$ cat src/vrss_pkg.sv
// Purpose: Shared constants and types of the soft-start and fault sequencer
// Assumes: 40 MHz hclk, 8-bit reference code with 5 mV per step
// Notes: Offsets are byte addresses on the AHB-Lite register port
package vrss_pkg;
  // ==========================================================
  // Timing
  localparam int CLK_MHZ = 40;
  localparam int LATCH_US = 50;
  localparam int LATCH_CYC = LATCH_US * CLK_MHZ;
  localparam int CAPT_NS = 5000;
  localparam int CAPT_CYC = (CAPT_NS * CLK_MHZ + 999) / 1000;
  localparam int HOLD_NS = 20000;
  localparam int HOLD_CYC = (HOLD_NS * CLK_MHZ + 999) / 1000;
  localparam int SLEW_NS = 250;
  localparam int SLEW_CYC = (SLEW_NS * CLK_MHZ + 999) / 1000;
  localparam int PH_DIV = 12;
  localparam logic [4:0] DIV_MIN = 5'h05;
  localparam logic [4:0] DIV_MAX = 5'h10;
  // ==========================================================
  // Reference code
  localparam int LSB_MV = 5;
  localparam int LOW_MV = 250;
  localparam logic [7:0] LOW_CODE = 8'(LOW_MV / LSB_MV);
  // ==========================================================
  // Register map
  localparam logic [7:0] OFS_CTRL = 8'h00;
  localparam logic [7:0] OFS_FREQ = 8'h04;
  localparam logic [7:0] OFS_STAT = 8'h08;
  localparam logic [7:0] OFS_CFG = 8'h0C;
  localparam logic [7:0] RST_TGT = 8'h00;
  localparam logic RST_FULL = 1'b1;
  localparam logic [4:0] RST_DIV = 5'h08;
  localparam int CTRL_FULL_BIT = 8;
  // ==========================================================
  // Modulator output codes
  localparam logic [1:0] MOD_HIZ = 2'b00;
  localparam logic [1:0] MOD_MID = 2'b01;
  localparam logic [1:0] MOD_HIGH = 2'b10;
  localparam logic [1:0] MOD_LOW = 2'b11;
  // Current limit scale codes
  localparam logic [1:0] SCL_FULL = 2'b00;
  localparam logic [1:0] SCL_THIRD = 2'b01;
  localparam logic [1:0] SCL_HALF = 2'b10;
  localparam int NCORE = 3;
  localparam int NAUX = 2;
  // ==========================================================
  // Types
  typedef enum logic [3:0] {
    ST_OFF = 4'b0000,
    ST_CAPT = 4'b0001,
    ST_MID = 4'b0011,
    ST_RAMP = 4'b0010,
    ST_RUN = 4'b0110,
    ST_OVP_DN = 4'b0111,
    ST_OVP_HOLD = 4'b0101,
    ST_OCP_OFF = 4'b0100,
    ST_DRV_HOLD = 4'b1100
  } vrss_state_t;

  typedef struct packed {
    logic en;
    logic ramp_uv;
    logic drv_fail;
    logic ocp100;
    logic ocp150;
    logic ocp_ph;
    logic uv_core;
    logic uv_aux;
    logic ovp_rel;
    logic ovp_fix;
  } vrss_flags_t;
endpackage

$ cat src/vrss_sequencer.sv
// Purpose: Soft-start, phase-state and fault sequencer of a dual-rail buck controller
// Assumes: Analog comparators give digital flags; on-chip ADC gives the current configuration
// Notes: Enable low returns every state to off, clearing the over-current, overvoltage and ramp undervoltage latches
//
// Summary of operation
// - Ramp supply undervoltage is acted on only while enabled.
// - Driver supply fault forces all gates and the driver enable line low.
// - Gates and driver enable stay low for a minimum hold time.
// - After driver fault, modulators return to mid and soft start restarts.
// - Counter steps reference code from zero to target at fixed slew.
// - Modulators float while test current captures max-current configuration.
// - After capture, modulators go to mid level meaning diode mode.
// - Driver enable and compensation release precede the reference ramp.
// - Each phase leaves mid level only at its first modulation pulse.
// - Total limit normally; per-phase fixed limit below 0.25 V code.
// - 100% limit flag held for 50 us shuts down.
// - 150% limit flag shuts down immediately.
// - Over-current shutdown latches until enable goes low.
// - Shed limit is one third for three phases, half for two.
// - Full phase state uses full limit; shed states use reduced limit.
// - Output 300 mV below reference drops rail ready.
// - Overvoltage forces low gates high and modulators low.
// - After overvoltage reference ramps to zero; driver enable stays high.
// - Overvoltage latch clears only by enable going low.
// - Fixed 1.75 V overvoltage threshold during soft start and voltage change.
//
// Implementation choices: the AHB-Lite register port and the address map.
`timescale 1ns/1ps
module vrss_sequencer import vrss_pkg::*; (
  // AHB-Lite slave
  input wire logic hclk,
  input wire logic hresetn,
  input wire logic hsel,
  input wire logic [31:0] haddr,
  input wire logic [1:0] htrans,
  input wire logic hwrite,
  input wire logic [2:0] hsize,
  input wire logic [31:0] hwdata,
  input wire logic hready,
  output logic [31:0] hrdata,
  output logic hreadyout,
  output logic hresp,
  // Analog flags and enable pin
  input wire logic enable_pin,
  input wire logic ramp_supply_uv,
  input wire logic driver_power_fail,
  input wire logic ocp_total_100,
  input wire logic ocp_total_150,
  input wire logic ocp_phase,
  input wire logic uv_core,
  input wire logic uv_aux,
  input wire logic ovp_ref_rel,
  input wire logic ovp_fixed,
  // Modulator and ADC side
  input wire logic [NCORE+NAUX-1:0] pwm_pulse,
  input wire logic [7:0] core_max_current_cfg,
  input wire logic [7:0] aux_max_current_cfg,
  // Modulator states and drivers
  output logic [2*NCORE-1:0] core_modulator_out,
  output logic [2*NAUX-1:0] aux_modulator_out,
  output logic high_gate_one,
  output logic high_gate_two,
  output logic high_gate_aux,
  output logic low_gate_one,
  output logic low_gate_two,
  output logic low_gate_aux,
  output logic driver_enable_out,
  output logic driver_enable_line,
  // Control towards analog
  output logic comp_release,
  output logic test_current_en,
  output logic [7:0] ref_code,
  output logic per_phase_limit_sel,
  output logic [1:0] core_current_limit_sense_scale,
  output logic [1:0] aux_current_limit_sense_scale,
  output logic ovp_fixed_sel,
  output logic phase_sync,
  output logic core_rail_ready,
  output logic aux_rail_ready
);
  localparam int NPH = NCORE + NAUX;

  // ==========================================================
  // Flag synchronisation
  vrss_flags_t fl;
  vrss_sync #(.W(10)) u_sync (
    .hclk(hclk),
    .hresetn(hresetn),
    .din({enable_pin, ramp_supply_uv, driver_power_fail, ocp_total_100, ocp_total_150,
          ocp_phase, uv_core, uv_aux, ovp_ref_rel, ovp_fixed}),
    .dout(fl)
  );

  // ==========================================================
  // Functions
  function automatic logic [1:0] phase_code(input vrss_state_t s, input logic first,
                                            input logic pulse);
    logic [1:0] c;
    c = MOD_HIZ;
    case (s)
      ST_MID, ST_DRV_HOLD: c = MOD_MID;
      ST_RAMP, ST_RUN: c = !(first || pulse) ? MOD_MID : (pulse ? MOD_HIGH : MOD_LOW);
      ST_OVP_DN, ST_OVP_HOLD, ST_OCP_OFF: c = MOD_LOW;
      default: c = MOD_HIZ;
    endcase
    return c;
  endfunction

  function automatic logic [4:0] clamp_div(input logic [31:0] w);
    logic [4:0] v;
    v = (w[31:5] != '0) ? DIV_MAX : w[4:0];
    if (v < DIV_MIN) v = DIV_MIN;
    if (v > DIV_MAX) v = DIV_MAX;
    return v;
  endfunction

  // ==========================================================
  // Registers
  vrss_state_t st_q, st_d;
  logic [11:0] tmr_q, tmr_d;
  logic [11:0] ocp_cnt_q, ocp_cnt_d;
  logic [7:0] ref_q, ref_d;
  logic [7:0] tgt_q;
  logic full_q;
  logic [4:0] div_q;
  logic [4:0] osc_cnt_q;
  logic [3:0] ph_cnt_q;
  logic [7:0] cfg_core_q, cfg_aux_q;
  logic ocp_lat_q, ovp_lat_q, drv_lat_q, uv_lat_q;
  logic [NPH-1:0] first_q;
  logic [2*NPH-1:0] mod_q, mod_d;
  logic hg_one_q, hg_two_q, hg_aux_q, lg_one_q, lg_two_q, lg_aux_q;
  logic drv_en_q, drv_line_q, comp_q, test_q, lim_sel_q, ovp_sel_q, sync_q;
  logic [1:0] core_scl_q, aux_scl_q;
  logic core_rdy_q, aux_rdy_q;
  logic wr_q;
  logic [7:0] wa_q;
  logic [31:0] rdata_q;

  // ==========================================================
  // Sequencer decode
  logic active, ramping, dynamic_voltage_change, slew_tick, tmr_done, low_code, ocp_lvl, ocp_to, ovp_trip;
  logic restart, drv_on_d, osc_tick;
  assign active = (st_q == ST_MID) || (st_q == ST_RAMP) || (st_q == ST_RUN);
  assign ramping = (st_q == ST_RAMP) || (st_q == ST_RUN) || (st_q == ST_OVP_DN);
  assign dynamic_voltage_change = (st_q == ST_RUN) && (ref_q != tgt_q);
  assign slew_tick = ramping && (tmr_q == 12'(SLEW_CYC - 1));
  assign tmr_done = (st_q == ST_CAPT) ? (tmr_q == 12'(CAPT_CYC - 1))
                                      : (tmr_q == 12'(HOLD_CYC - 1));
  assign low_code = ref_q < LOW_CODE;
  assign ocp_lvl = low_code ? fl.ocp_ph : fl.ocp100;
  assign ocp_to = ocp_lvl && (ocp_cnt_q == 12'(LATCH_CYC - 1));
  assign ovp_trip = ((st_q == ST_RAMP) || dynamic_voltage_change) ? fl.ovp_fix : fl.ovp_rel;
  assign restart = fl.drv_fail || (fl.en && fl.ramp_uv);
  assign drv_on_d = (st_q == ST_RAMP) || (st_q == ST_RUN) || (st_q == ST_OVP_DN)
                    || (st_q == ST_OVP_HOLD);
  assign osc_tick = (osc_cnt_q == div_q - 5'h01);

  // Next state
  always_comb begin
    st_d = st_q;
    case (st_q)
      ST_OFF: st_d = ST_CAPT;
      ST_CAPT: if (tmr_done) st_d = ST_MID;
      ST_MID: st_d = ST_RAMP;
      ST_RAMP: if (ref_q == tgt_q) st_d = ST_RUN;
      ST_RUN: st_d = ST_RUN;
      ST_OVP_DN: if (ref_q == 8'h00) st_d = ST_OVP_HOLD;
      ST_OVP_HOLD: st_d = ST_OVP_HOLD;
      ST_OCP_OFF: st_d = ST_OCP_OFF;
      ST_DRV_HOLD: if (tmr_done && !restart) st_d = ST_MID;
      default: st_d = ST_OFF;
    endcase
    if (active) begin
      if (restart) st_d = ST_DRV_HOLD;
      else if (ovp_trip) st_d = ST_OVP_DN;
      else if (fl.ocp150 || ocp_to) st_d = ST_OCP_OFF;
    end
    if (!fl.en) st_d = ST_OFF;
  end

  // Timer, latch-off counter, reference slew
  always_comb begin
    tmr_d = (st_d != st_q || slew_tick) ? 12'h000 : (tmr_done ? tmr_q : tmr_q + 12'h001);
    ocp_cnt_d = (active && ocp_lvl && !ocp_to) ? ocp_cnt_q + 12'h001 : 12'h000;
    ref_d = ref_q;
    if (!ramping) ref_d = 8'h00;
    else if (slew_tick && st_q == ST_OVP_DN && ref_q != 8'h00) ref_d = ref_q - 8'h01;
    else if (slew_tick && st_q != ST_OVP_DN && ref_q < tgt_q) ref_d = ref_q + 8'h01;
    else if (slew_tick && st_q != ST_OVP_DN && ref_q > tgt_q) ref_d = ref_q - 8'h01;
  end

  // Per-phase modulator states
  genvar gi;
  generate
    for (gi = 0; gi < NPH; gi++) begin : g_ph
      assign mod_d[2*gi+1:2*gi] = phase_code(st_q, first_q[gi], pwm_pulse[gi]);
      always_ff @(posedge hclk or negedge hresetn) begin
        if (!hresetn) begin
          first_q[gi] <= 1'b0;
        end else if (st_q == ST_RAMP || st_q == ST_RUN) begin
          first_q[gi] <= first_q[gi] | pwm_pulse[gi];
        end else begin
          first_q[gi] <= 1'b0;
        end
      end
    end
  endgenerate

  // Sequencer state and latched faults
  always_ff @(posedge hclk or negedge hresetn) begin
    if (!hresetn) begin
      st_q <= ST_OFF;
      tmr_q <= 12'h000;
      ocp_cnt_q <= 12'h000;
      ref_q <= 8'h00;
      ocp_lat_q <= 1'b0;
      ovp_lat_q <= 1'b0;
      drv_lat_q <= 1'b0;
      uv_lat_q <= 1'b0;
    end else begin
      st_q <= st_d;
      tmr_q <= tmr_d;
      ocp_cnt_q <= ocp_cnt_d;
      ref_q <= ref_d;
      ocp_lat_q <= (st_d == ST_OCP_OFF);
      ovp_lat_q <= (st_d == ST_OVP_DN) || (st_d == ST_OVP_HOLD);
      drv_lat_q <= fl.drv_fail;
      uv_lat_q <= fl.en && fl.ramp_uv;
    end
  end

  // Captured current configuration
  always_ff @(posedge hclk or negedge hresetn) begin
    if (!hresetn) begin
      cfg_core_q <= 8'h00;
      cfg_aux_q <= 8'h00;
    end else if (st_q == ST_CAPT && tmr_done) begin
      cfg_core_q <= core_max_current_cfg;
      cfg_aux_q <= aux_max_current_cfg;
    end
  end

  // ==========================================================
  // Driver and analog control outputs
  logic line_d, ovp_st;
  assign line_d = drv_on_d && !fl.drv_fail;
  assign ovp_st = (st_q == ST_OVP_DN) || (st_q == ST_OVP_HOLD);

  always_ff @(posedge hclk or negedge hresetn) begin
    if (!hresetn) begin
      mod_q <= '0;
      drv_en_q <= 1'b0;
      drv_line_q <= 1'b0;
      hg_one_q <= 1'b0;
      hg_two_q <= 1'b0;
      hg_aux_q <= 1'b0;
      lg_one_q <= 1'b0;
      lg_two_q <= 1'b0;
      lg_aux_q <= 1'b0;
      comp_q <= 1'b0;
      test_q <= 1'b0;
    end else begin
      mod_q <= mod_d;
      drv_en_q <= drv_on_d;
      drv_line_q <= line_d;
      hg_one_q <= line_d && (mod_d[1:0] == MOD_HIGH);
      hg_two_q <= line_d && (mod_d[3:2] == MOD_HIGH);
      hg_aux_q <= line_d && (mod_d[7:6] == MOD_HIGH);
      lg_one_q <= line_d && (ovp_st || mod_d[1:0] == MOD_LOW);
      lg_two_q <= line_d && (ovp_st || mod_d[3:2] == MOD_LOW);
      lg_aux_q <= line_d && (ovp_st || mod_d[7:6] == MOD_LOW);
      comp_q <= (st_q == ST_RAMP) || (st_q == ST_RUN);
      test_q <= (st_q == ST_CAPT);
    end
  end

  // Limits, thresholds, rail ready
  always_ff @(posedge hclk or negedge hresetn) begin
    if (!hresetn) begin
      lim_sel_q <= 1'b1;
      core_scl_q <= SCL_FULL;
      aux_scl_q <= SCL_FULL;
      ovp_sel_q <= 1'b0;
      core_rdy_q <= 1'b0;
      aux_rdy_q <= 1'b0;
    end else begin
      lim_sel_q <= low_code;
      core_scl_q <= full_q ? SCL_FULL : SCL_THIRD;
      aux_scl_q <= full_q ? SCL_FULL : SCL_HALF;
      ovp_sel_q <= (st_q == ST_RAMP) || dynamic_voltage_change;
      core_rdy_q <= (st_q == ST_RUN) && !fl.uv_core;
      aux_rdy_q <= (st_q == ST_RUN) && !fl.uv_aux;
    end
  end

  // Switching frequency divider, master tick then divide by twelve
  always_ff @(posedge hclk or negedge hresetn) begin
    if (!hresetn) begin
      osc_cnt_q <= 5'h00;
      ph_cnt_q <= 4'h0;
      sync_q <= 1'b0;
    end else begin
      osc_cnt_q <= osc_tick ? 5'h00 : osc_cnt_q + 5'h01;
      if (osc_tick) ph_cnt_q <= (ph_cnt_q == 4'(PH_DIV - 1)) ? 4'h0 : ph_cnt_q + 4'h1;
      sync_q <= osc_tick && (ph_cnt_q == 4'(PH_DIV - 1));
    end
  end

  // ==========================================================
  // AHB-Lite slave, zero wait states, always OKAY
  logic a_valid;
  logic [31:0] rd_mux;
  assign a_valid = hsel && htrans[1] && hready;
  assign rd_mux = (haddr[7:0] == OFS_CTRL) ? {23'h0, full_q, tgt_q} :
                  (haddr[7:0] == OFS_FREQ) ? {27'h0, div_q} :
                  (haddr[7:0] == OFS_STAT) ? {16'h0, ref_q, uv_lat_q, drv_lat_q,
                                              ovp_lat_q, ocp_lat_q, st_q} :
                  (haddr[7:0] == OFS_CFG) ? {16'h0, cfg_aux_q, cfg_core_q} : 32'h0000_0000;

  always_ff @(posedge hclk or negedge hresetn) begin
    if (!hresetn) begin
      wr_q <= 1'b0;
      wa_q <= 8'h00;
      rdata_q <= 32'h0000_0000;
    end else begin
      wr_q <= a_valid && hwrite && (haddr[31:8] == '0);
      wa_q <= haddr[7:0];
      if (a_valid && !hwrite) rdata_q <= (haddr[31:8] == '0) ? rd_mux : 32'h0000_0000;
    end
  end

  // Writable control registers
  always_ff @(posedge hclk or negedge hresetn) begin
    if (!hresetn) begin
      tgt_q <= RST_TGT;
      full_q <= RST_FULL;
      div_q <= RST_DIV;
    end else if (wr_q && wa_q == OFS_CTRL) begin
      tgt_q <= hwdata[7:0];
      full_q <= hwdata[CTRL_FULL_BIT];
    end else if (wr_q && wa_q == OFS_FREQ) begin
      div_q <= clamp_div(hwdata);
    end
  end

  // ==========================================================
  // Output ports
  assign hrdata = rdata_q;
  assign hreadyout = 1'b1;
  assign hresp = 1'b0;
  assign core_modulator_out = mod_q[2*NCORE-1:0];
  assign aux_modulator_out = mod_q[2*NPH-1:2*NCORE];
  assign high_gate_one = hg_one_q;
  assign high_gate_two = hg_two_q;
  assign high_gate_aux = hg_aux_q;
  assign low_gate_one = lg_one_q;
  assign low_gate_two = lg_two_q;
  assign low_gate_aux = lg_aux_q;
  assign driver_enable_out = drv_en_q;
  assign driver_enable_line = drv_line_q;
  assign comp_release = comp_q;
  assign test_current_en = test_q;
  assign ref_code = ref_q;
  assign per_phase_limit_sel = lim_sel_q;
  assign core_current_limit_sense_scale = core_scl_q;
  assign aux_current_limit_sense_scale = aux_scl_q;
  assign ovp_fixed_sel = ovp_sel_q;
  assign phase_sync = sync_q;
  assign core_rail_ready = core_rdy_q;
  assign aux_rail_ready = aux_rdy_q;

  // ==========================================================
  // Assertions
  AST_OCP_FAST: assert property (@(posedge hclk) disable iff (!hresetn)
    active && fl.en && !restart && !ovp_trip && fl.ocp150 |=> st_q == ST_OCP_OFF)
    else $error("150 percent limit did not shut down at once");
  AST_OCP_LATCH: assert property (@(posedge hclk) disable iff (!hresetn)
    $rose(st_q == ST_OCP_OFF) |-> $past(fl.ocp150) || $past(ocp_cnt_q) == 12'(LATCH_CYC - 1))
    else $error("over-current shutdown without cause");
  AST_OCP_STAY: assert property (@(posedge hclk) disable iff (!hresetn)
    st_q == ST_OCP_OFF && fl.en |=> st_q == ST_OCP_OFF && !drv_en_q)
    else $error("over-current latch left while enabled");
  AST_CAPT_HIZ: assert property (@(posedge hclk) disable iff (!hresetn)
    st_q == ST_CAPT |=> mod_q == '0 && test_q)
    else $error("modulators not floating during capture");
  AST_DRV_ORDER: assert property (@(posedge hclk) disable iff (!hresetn)
    $rose(drv_en_q) |-> $past(mod_q[1:0]) == MOD_MID && ref_q == 8'h00 && comp_q)
    else $error("driver enable without mid level first");
  AST_DRV_FAIL: assert property (@(posedge hclk) disable iff (!hresetn)
    fl.drv_fail |=> !drv_line_q && !hg_one_q && !lg_one_q && !lg_aux_q)
    else $error("gates not forced low on driver fault");
  AST_HOLD_TIME: assert property (@(posedge hclk) disable iff (!hresetn)
    $fell(st_q == ST_DRV_HOLD) && fl.en |-> $past(tmr_q) == 12'(HOLD_CYC - 1))
    else $error("driver fault hold too short");
  AST_UV_READY: assert property (@(posedge hclk) disable iff (!hresetn)
    fl.uv_core |=> !core_rdy_q)
    else $error("rail ready kept under undervoltage");
  AST_OVP_HOLD: assert property (@(posedge hclk) disable iff (!hresetn)
    st_q == ST_OVP_HOLD && fl.en |=> ref_q == 8'h00 && drv_line_q && lg_one_q
    && mod_q[1:0] == MOD_LOW)
    else $error("overvoltage hold outputs wrong");
  AST_EN_OFF: assert property (@(posedge hclk) disable iff (!hresetn)
    !fl.en |=> st_q == ST_OFF ##1 !drv_en_q)
    else $error("enable low did not reset sequencer");
endmodule

$ cat src/vrss_sync.sv
// Purpose: Three-stage synchroniser with agreement filter for analog flags
// Assumes: Inputs are asynchronous to hclk
// Notes: Output changes only when stages two and three agree
`timescale 1ns/1ps
module vrss_sync #(
  parameter int W = 10
) (
  // Clock and reset
  input wire logic hclk,
  input wire logic hresetn,
  // Flags
  input wire logic [W-1:0] din,
  output logic [W-1:0] dout
);
  logic [W-1:0] s1_q;
  logic [W-1:0] s2_q;
  logic [W-1:0] s3_q;
  logic [W-1:0] out_q;
  logic [W-1:0] out_d;

  // Agreement filter
  assign out_d = (s2_q == s3_q) ? s3_q : out_q;
  assign dout = out_q;

  // Stages
  always_ff @(posedge hclk or negedge hresetn) begin
    if (!hresetn) begin
      s1_q <= '0;
      s2_q <= '0;
      s3_q <= '0;
      out_q <= '0;
    end else begin
      s1_q <= din;
      s2_q <= s1_q;
      s3_q <= s2_q;
      out_q <= out_d;
    end
  end
endmodule

$ cat config.mk
export PLATFORM = sky130hd
export DESIGN_NAME = vrss_sequencer
export DESIGN_NICKNAME = d
export VERILOG_FILES = /design/src/vrss_pkg.sv /design/src/vrss_sequencer.sv /design/src/vrss_sync.sv
export SDC_FILE = /design/constraint.sdc
export NUM_CORES = 1
export LEC_CHECK = 0
export ABC_AREA = 1
export BUFFER_PORTS_ARGS = -buffer_cell sky130_fd_sc_hd__buf_2
export CAP_MARGIN = 20
export CORE_MARGIN = 5
export CORE_UTILIZATION = 30
export CTS_BUF_LIST = sky130_fd_sc_hd__clkbuf_8
export DETAILED_ROUTE_END_ITERATION = 12
export GPL_ROUTABILITY_DRIVEN = 0
export HOLD_SLACK_MARGIN = 0.02
export SYNTH_ARGS = -nofsm -noshare
export SYNTH_HDL_FRONTEND = slang
export SYNTH_SLANG_ARGS = --single-unit
$ cat constraint.sdc
create_clock -name hclk -period 3.1 [get_ports hclk]
set_clock_uncertainty 0.15 [all_clocks]
set_input_delay 0.62 -clock hclk [delete_from_list [all_inputs] [get_ports hclk]]
set_output_delay 0.62 -clock hclk [all_outputs]
set_load 0.01 [all_outputs]
==> results.yml, run 1 <==
layout:
  final_layout_size_suffix_gt1_share_pct: 25.02
  final_cell_mix: "172 x dfrtp_1, 150 x buf_2, 142 x nand2_1, 99 x nor2_1, 92 x inv_1"
  areaGrowthSynthToFinish_pct: 20.13
  seq_area_um2: 4383
  final_nets: 1167
  diodes: 0
  n_fill_cell: 2725
  multi_input_area_um2: 3246
  layout_commonest_cell: "dfrtp_1"
logic_synthesis:
  synth_area_um2: 8193
  syn_avg_cell_area_um2: 9.342
  synth_flop_cell: "dfrtp_1"
  syn_inst: 877
  synthArstFlopShare_pct: 100.0
  yosysSeqAreaShare_pct: 53.50
  ys_seq_elements: 175
  yosysWarnings: 0
  synth_edf_count: 0
  yosys.area.top_type: "dfrtp_1"
  synth_top_cell_area_share_pct: 52.54
  synthTopCellsByArea: "dfrtp_1 53%, nand2_1 6.5%, nor2_1 4.5%"
  synth_cell_types: 48
sta:
  fin_setup_tns_ps: 0
  tightest_slew_ps: 976.2
  max_freq_mhz: 366.2
  setup_violations: 0
  maxSlewViolCount: 0
  slew_headroom_pct: 34.85
  finalCriticalPeriod_ps: 2731
  hold_viol_final: 0
  min_period_over_period_pct: 88.10
  rsz0062_at_grt: "false"
power:
  total_power_mw: 4.797
  ir_drop_uv: 264.9
  power_density_nw_per_um2: 487.4
  p_leak_nw: 4.925
placement:
  dp_hpwl_mm: 16.29
  portBuffers: 151
drt:
  vias: 6437
  routed_wl_mm: 20.91
  top_layer: "met4"
  first_pass_iters: 5
  dr_wl_met3_mm: 1.231
  wl_met2_mm: 10.07
  wl_per_cell_um: 14.93
  drt-initial-drc-count: 301
  drc: 0
  met1_length_mm: 9.331
  ant_nets: 0
  viasPerCell: 4.598
global_routing:
  grt_use_total_pct: 13.80
  first_global_vias: 6485
  overflow: 0
  antenna_found_initial: 0
  grt_pass1_wl_mm: 33.89
  grt_max_degree: 69
hold_path:
  hold_class: "in2reg"
  min_from: "ocp_phase"
  min_to: "u_sync.s1_q[4]$_DFF_PN0_"
  hold-path-cell-count: 1
clock_network:
  cts_buffer_depth: 2
  insertion_delay_ps: 460
  cts_buffers: 17
  cts_tree: "yes"
  htree_levels: 4
  cts_resized: 0
  clock_sinks: 175
  hold_buffers: 1
  cts_root_buffer: "clkbuf_8"
  clk_pin_slew_ps: 100
  post_cts_buffers: 0
floorplan:
  chipWidth_um: 175.3
  num_io_pins: 176
  start_util_pct: 30.40
  die-area_um2: 30710
  row_count: 60
  core_area_um2: 26950
  fp.dieH_um: 175.3
flow_run:
  drv_cap: 0
status:
  status: "completed"
critical_path:
  arrival_ps: 2950
  critPathMaxFanout: 12
  start_kind: "register"
  crit_type: "reg2reg"
  reg2reg_depth: 13
  critical_path_required_ps: 3320
  cp-end-kind: "register"
  timing.rr.start: "ref_code[2]$_DFFE_PN0P_"
  reg2reg_slack_ps: 370
  regToRegEndpoint: "tmr_q[0]$_DFFE_PN0P_"
  crit_start: "ref_code[2]$_DFFE_PN0P_"
[cell usage after synthesis (all sizes together) (14+ instances only)]
library cell and instances:
xnor2 14, a21oi 36, nand2 150, nor4 17, nor2 107, dfrtp 172, nor3 24, buf 31
mux2 19, ha 16, o21ai 56, xor2 25, inv 98, nand3 43
[flip-flops by register name, indices dropped and copies added, names as in the netlist, 10 cells and up]
register,flops
u_sync.s3_q,10
u_sync.s1_q,10
tmr_q,12
mod_q,10
u_sync.dout,10
hrdata,16
u_sync.s2_q,10
ocp_cnt_q,12
[metal layers]
layer,GRT usage (%),vias up
li1,-,3171
met1,17.74,3064
met2,23.40,183
met3,3.315,19
met4,3.666,0
met5,0,-
[metrics by stage]
| step | instance area (um2) | std cells | util [%] | hold WS (ps) | setup WS (ps) |
|---|---|---|---|---|---|
| floorplan | 8260 | 895 | - | 174.4 | 765.5 |
| global placement | 9364 | 1367 | 34.74 | 182.4 | 476.5 |
| detailed placement | 9364 | 1367 | 34.74 | 184.7 | 404.9 |
| CTS | 9842 | 1400 | 36.52 | 66.17 | 371.2 |
| global route | 9842 | 1400 | 36.52 | 58.81 | 33.77 |
| finish | 9842 | 1400 | 36.52 | 107.2 | 368.9 |
[worst max-delay path, stage by stage (launching register included)]
cell	delay, ps
dfrtp_1	540
ha_1	350
nand2_1	70
inv_1	80
nand3_1	130
nand2_1	110
nand3_1	80
nand3_1	130
nand2_1	70
o21bai_1	200
nand2_1	70
nand2_1	70
nand3_2	310
nor3_1	260
[kinds of logic after synthesis]
family | count (synthesis) | synth area share [%]
AND/OR/NAND/NOR | 370 | 21.37
AO/OA/AOI/OAI | 117 | 8.110
adder cells (fa/ha/maj) | 16 | 2.443
buffers and inverters | 139 | 7.712
flip-flops | 175 | 53.50
XOR/XNOR | 39 | 4.169
other | 2 | 0.09167
multiplexers | 19 | 2.612
[worst max path at each step]
| stage | depth (start not counted) | slack, ps | end |
|---|---|---|---|
| 2_1_floorplan | 16 | 770 | tmr_q[2]$_DFFE_PN0P_ |
| 3_3_place_gp | 13 | 480 | tmr_q[0]$_DFFE_PN0P_ |
| 3_5_place_dp | 13 | 400 | tmr_q[0]$_DFFE_PN0P_ |
| 4_1_cts | 13 | 370 | tmr_q[0]$_DFFE_PN0P_ |
| 5_1_grt | 13 | 30 | tmr_q[0]$_DFFE_PN0P_ |
| 6_report | 13 | 370 | tmr_q[0]$_DFFE_PN0P_ |
[layout make-up]
type,count,area share (%)
clock inverters,14,2.237
well taps,341,4.335
multi-input cells,581,32.98
clock buffers,18,2.517
inverters,99,3.776
repair buffers,172,9.624
flip-flops and latches,175,44.53
[where the power goes]
group | switching, mW | internal [mW] | total [mW] | leakage (nW)
Clock | 0.909 | 0.933 | 1.84 | 0.229
Combinational | 0.290 | 0.203 | 0.493 | 2.47
Sequential | 0.0831 | 2.38 | 2.46 | 2.23
Total | 1.28 | 3.52 | 4.80 | 4.93
Power figures use the tool's default switching activity.
==> inputs of run 2 (changes only) <==
--- a/config.mk
+++ b/config.mk
@@ -14,6 +14,7 @@
 export DETAILED_ROUTE_END_ITERATION = 12
 export GPL_ROUTABILITY_DRIVEN = 0
 export HOLD_SLACK_MARGIN = 0.02
+export REMOVE_ABC_BUFFERS = 1
 export SYNTH_ARGS = -nofsm -noshare
 export SYNTH_HDL_FRONTEND = slang
 export SYNTH_SLANG_ARGS = --single-unit
==> results.yml, run 2 (synthesis gave the netlist of run 1 again) <==
global_routing:
  first_global_vias: 6409
  antenna_found_initial: 0
  grt_max_degree: 60
  overflow: 0
  grt_pass1_wl_mm: 32.71
  grt_use_total_pct: 13.07
critical_path:
  critPathMaxFanout: 12
  timing.rr.start: "ref_code[6]$_DFFE_PN0P_"
  arrival_ps: 2980
  regToRegEndpoint: "tmr_q[0]$_DFFE_PN0P_"
  critical_path_required_ps: 3320
  start_kind: "register"
  reg2reg_depth: 13
  cp-end-kind: "register"
  crit_type: "reg2reg"
  reg2reg_slack_ps: 350
floorplan:
  row_count: 60
  core_area_um2: 26950
  die-area_um2: 30710
  fp.dieH_um: 175.3
  start_util_pct: 30.40
  chipWidth_um: 175.3
  num_io_pins: 176
sta:
  setup_violations: 0
  rsz0062_at_grt: "false"
  holdWs_ps: 107.9
  finalCriticalPeriod_ps: 2751
  hold_viol_final: 0
  tightest_slew_ps: 945.2
  maxSlewViolCount: 0
  slew_headroom_pct: 36.92
  min_period_over_period_pct: 88.76
  max_freq_mhz: 363.4
  fin_setup_tns_ps: 0
layout:
  layout_commonest_cell: "dfrtp_1"
  largest_register_ffs: 16
  final_cell_mix: "172 x dfrtp_1, 150 x buf_2, 142 x nand2_1, 99 x nor2_1, 92 x inv_1"
  areaGrowthSynthToFinish_pct: 19.56
  final_nets: 1166
  diodes: 0
  final_layout_size_suffix_gt1_share_pct: 24.95
drt:
  drt-initial-drc-count: 373
  viasPerCell: 4.525
  first_pass_iters: 4
  vias: 6330
  routed_wl_mm: 19.94
  wl_per_cell_um: 14.25
  ant_nets: 0
  drc: 0
clock_network:
  cts_buffer_depth: 2
  clk_pin_slew_ps: 100
  cts_resized: 0
  post_cts_buffers: 0
  htree_levels: 4
  cts_root_buffer: "clkbuf_8"
  cts_tree: "yes"
  clock_sinks: 175
  cts_buffers: 17
  insertion_delay_ps: 460
  hold_buffers: 1
hold_path:
  hold-path-cell-count: 1
  hold_class: "in2reg"
  min_from: "ocp_total_150"
  min_to: "u_sync.s1_q[5]$_DFF_PN0_"
placement:
  dp_hpwl_mm: 15.34
  portBuffers: 151
power:
  ir_drop_uv: 224.5
  power_density_nw_per_um2: 470.2
  p_leak_nw: 4.898
flow_run:
  drv_cap: 0
status:
  status: "completed"
run 2: cell count changes in the layout (fill, tap and decap cells not counted), sizes merged:
cell,previous run,this run
clkinv,2,7
bufinv,4,1
buf,171,170
clkbuf,18,17
inv,105,104
run 2: metal layers:
metal | share of wire [%] | routed length [um] | up-vias | track usage [%]
met1 | 45 | 8949 | 2994 | 16.66
li1 | - | - | 3165 | -
met2 | 49 | 9678 | 156 | 22.11
met3 | 5.3 | 1053 | 15 | 3.444
met5 | 0 | 0 | - | 0
met4 | 1.3 | 261 | 0 | 3.470
run 2: worst max path at each step:
stage | end | depth (start not counted) | slack (ps) | startpoint
floorplan | hrdata[8]$_DFFE_PN0P_ | 8 | 440 | haddr[1]
global placement | tmr_q[0]$_DFFE_PN0P_ | 13 | 430 | ref_code[6]$_DFFE_PN0P_
detailed placement | tmr_q[0]$_DFFE_PN0P_ | 13 | 360 | ref_code[6]$_DFFE_PN0P_
CTS | tmr_q[0]$_DFFE_PN0P_ | 13 | 360 | ref_code[6]$_DFFE_PN0P_
global route | tmr_q[0]$_DFFE_PN0P_ | 13 | 100 | ref_code[6]$_DFFE_PN0P_
finish | tmr_q[0]$_DFFE_PN0P_ | 13 | 350 | ref_code[6]$_DFFE_PN0P_
run 2: worst max-delay path, cell delays in order (launching register included):
cell      delay (ps)
dfrtp_1          470
ha_1             320
nand2_1           60
nor2_1           150
nand3_1          200
nand2_1          130
nand3_1          100
nand3_1          130
nand2_1           70
o21bai_1         180
nand2_1           70
nand2_1           80
nand3_2          310
nor3_1           250
run 2: final cells by class:
| cell class | count | area (um2) |
|---|---|---|
| clock buffers | 17 | 234.0 |
| clock inverters | 15 | 195.2 |
| repair buffers | 171 | 939.7 |
| inverters | 99 | 371.6 |
| multi-input cells | 581 | 3246 |
| fillers | 2756 | 17160 |
| flip-flops and latches | 175 | 4383 |
| well taps | 341 | 426.7 |
run 2: metrics by stage:
| step | power, mW | worst slack (ps) | cell area [um2] | utilization, % | cells |
|---|---|---|---|---|---|
| finish | 4.606 | 348.6 | 9796 | 36.35 | 1399 |
| CTS | 4.679 | 363.6 | 9796 | 36.35 | 1399 |
| floorplan | 2.794 | 441.8 | 8000 | - | 855 |
| detailed placement | 2.999 | 362.6 | 9356 | 34.72 | 1366 |
| global route | 4.842 | 98.80 | 9796 | 36.35 | 1399 |
| global placement | 2.982 | 426.3 | 9356 | 34.72 | 1366 |
run 2: power breakdown:
part / internal [mW] / leakage (nW) / switching, mW / total (mW)
sequential: 2.38 / 2.23 / 0.0764 / 2.46
clock: 0.692 / 0.207 / 0.964 / 1.66
combinational: 0.203 / 2.46 / 0.291 / 0.494
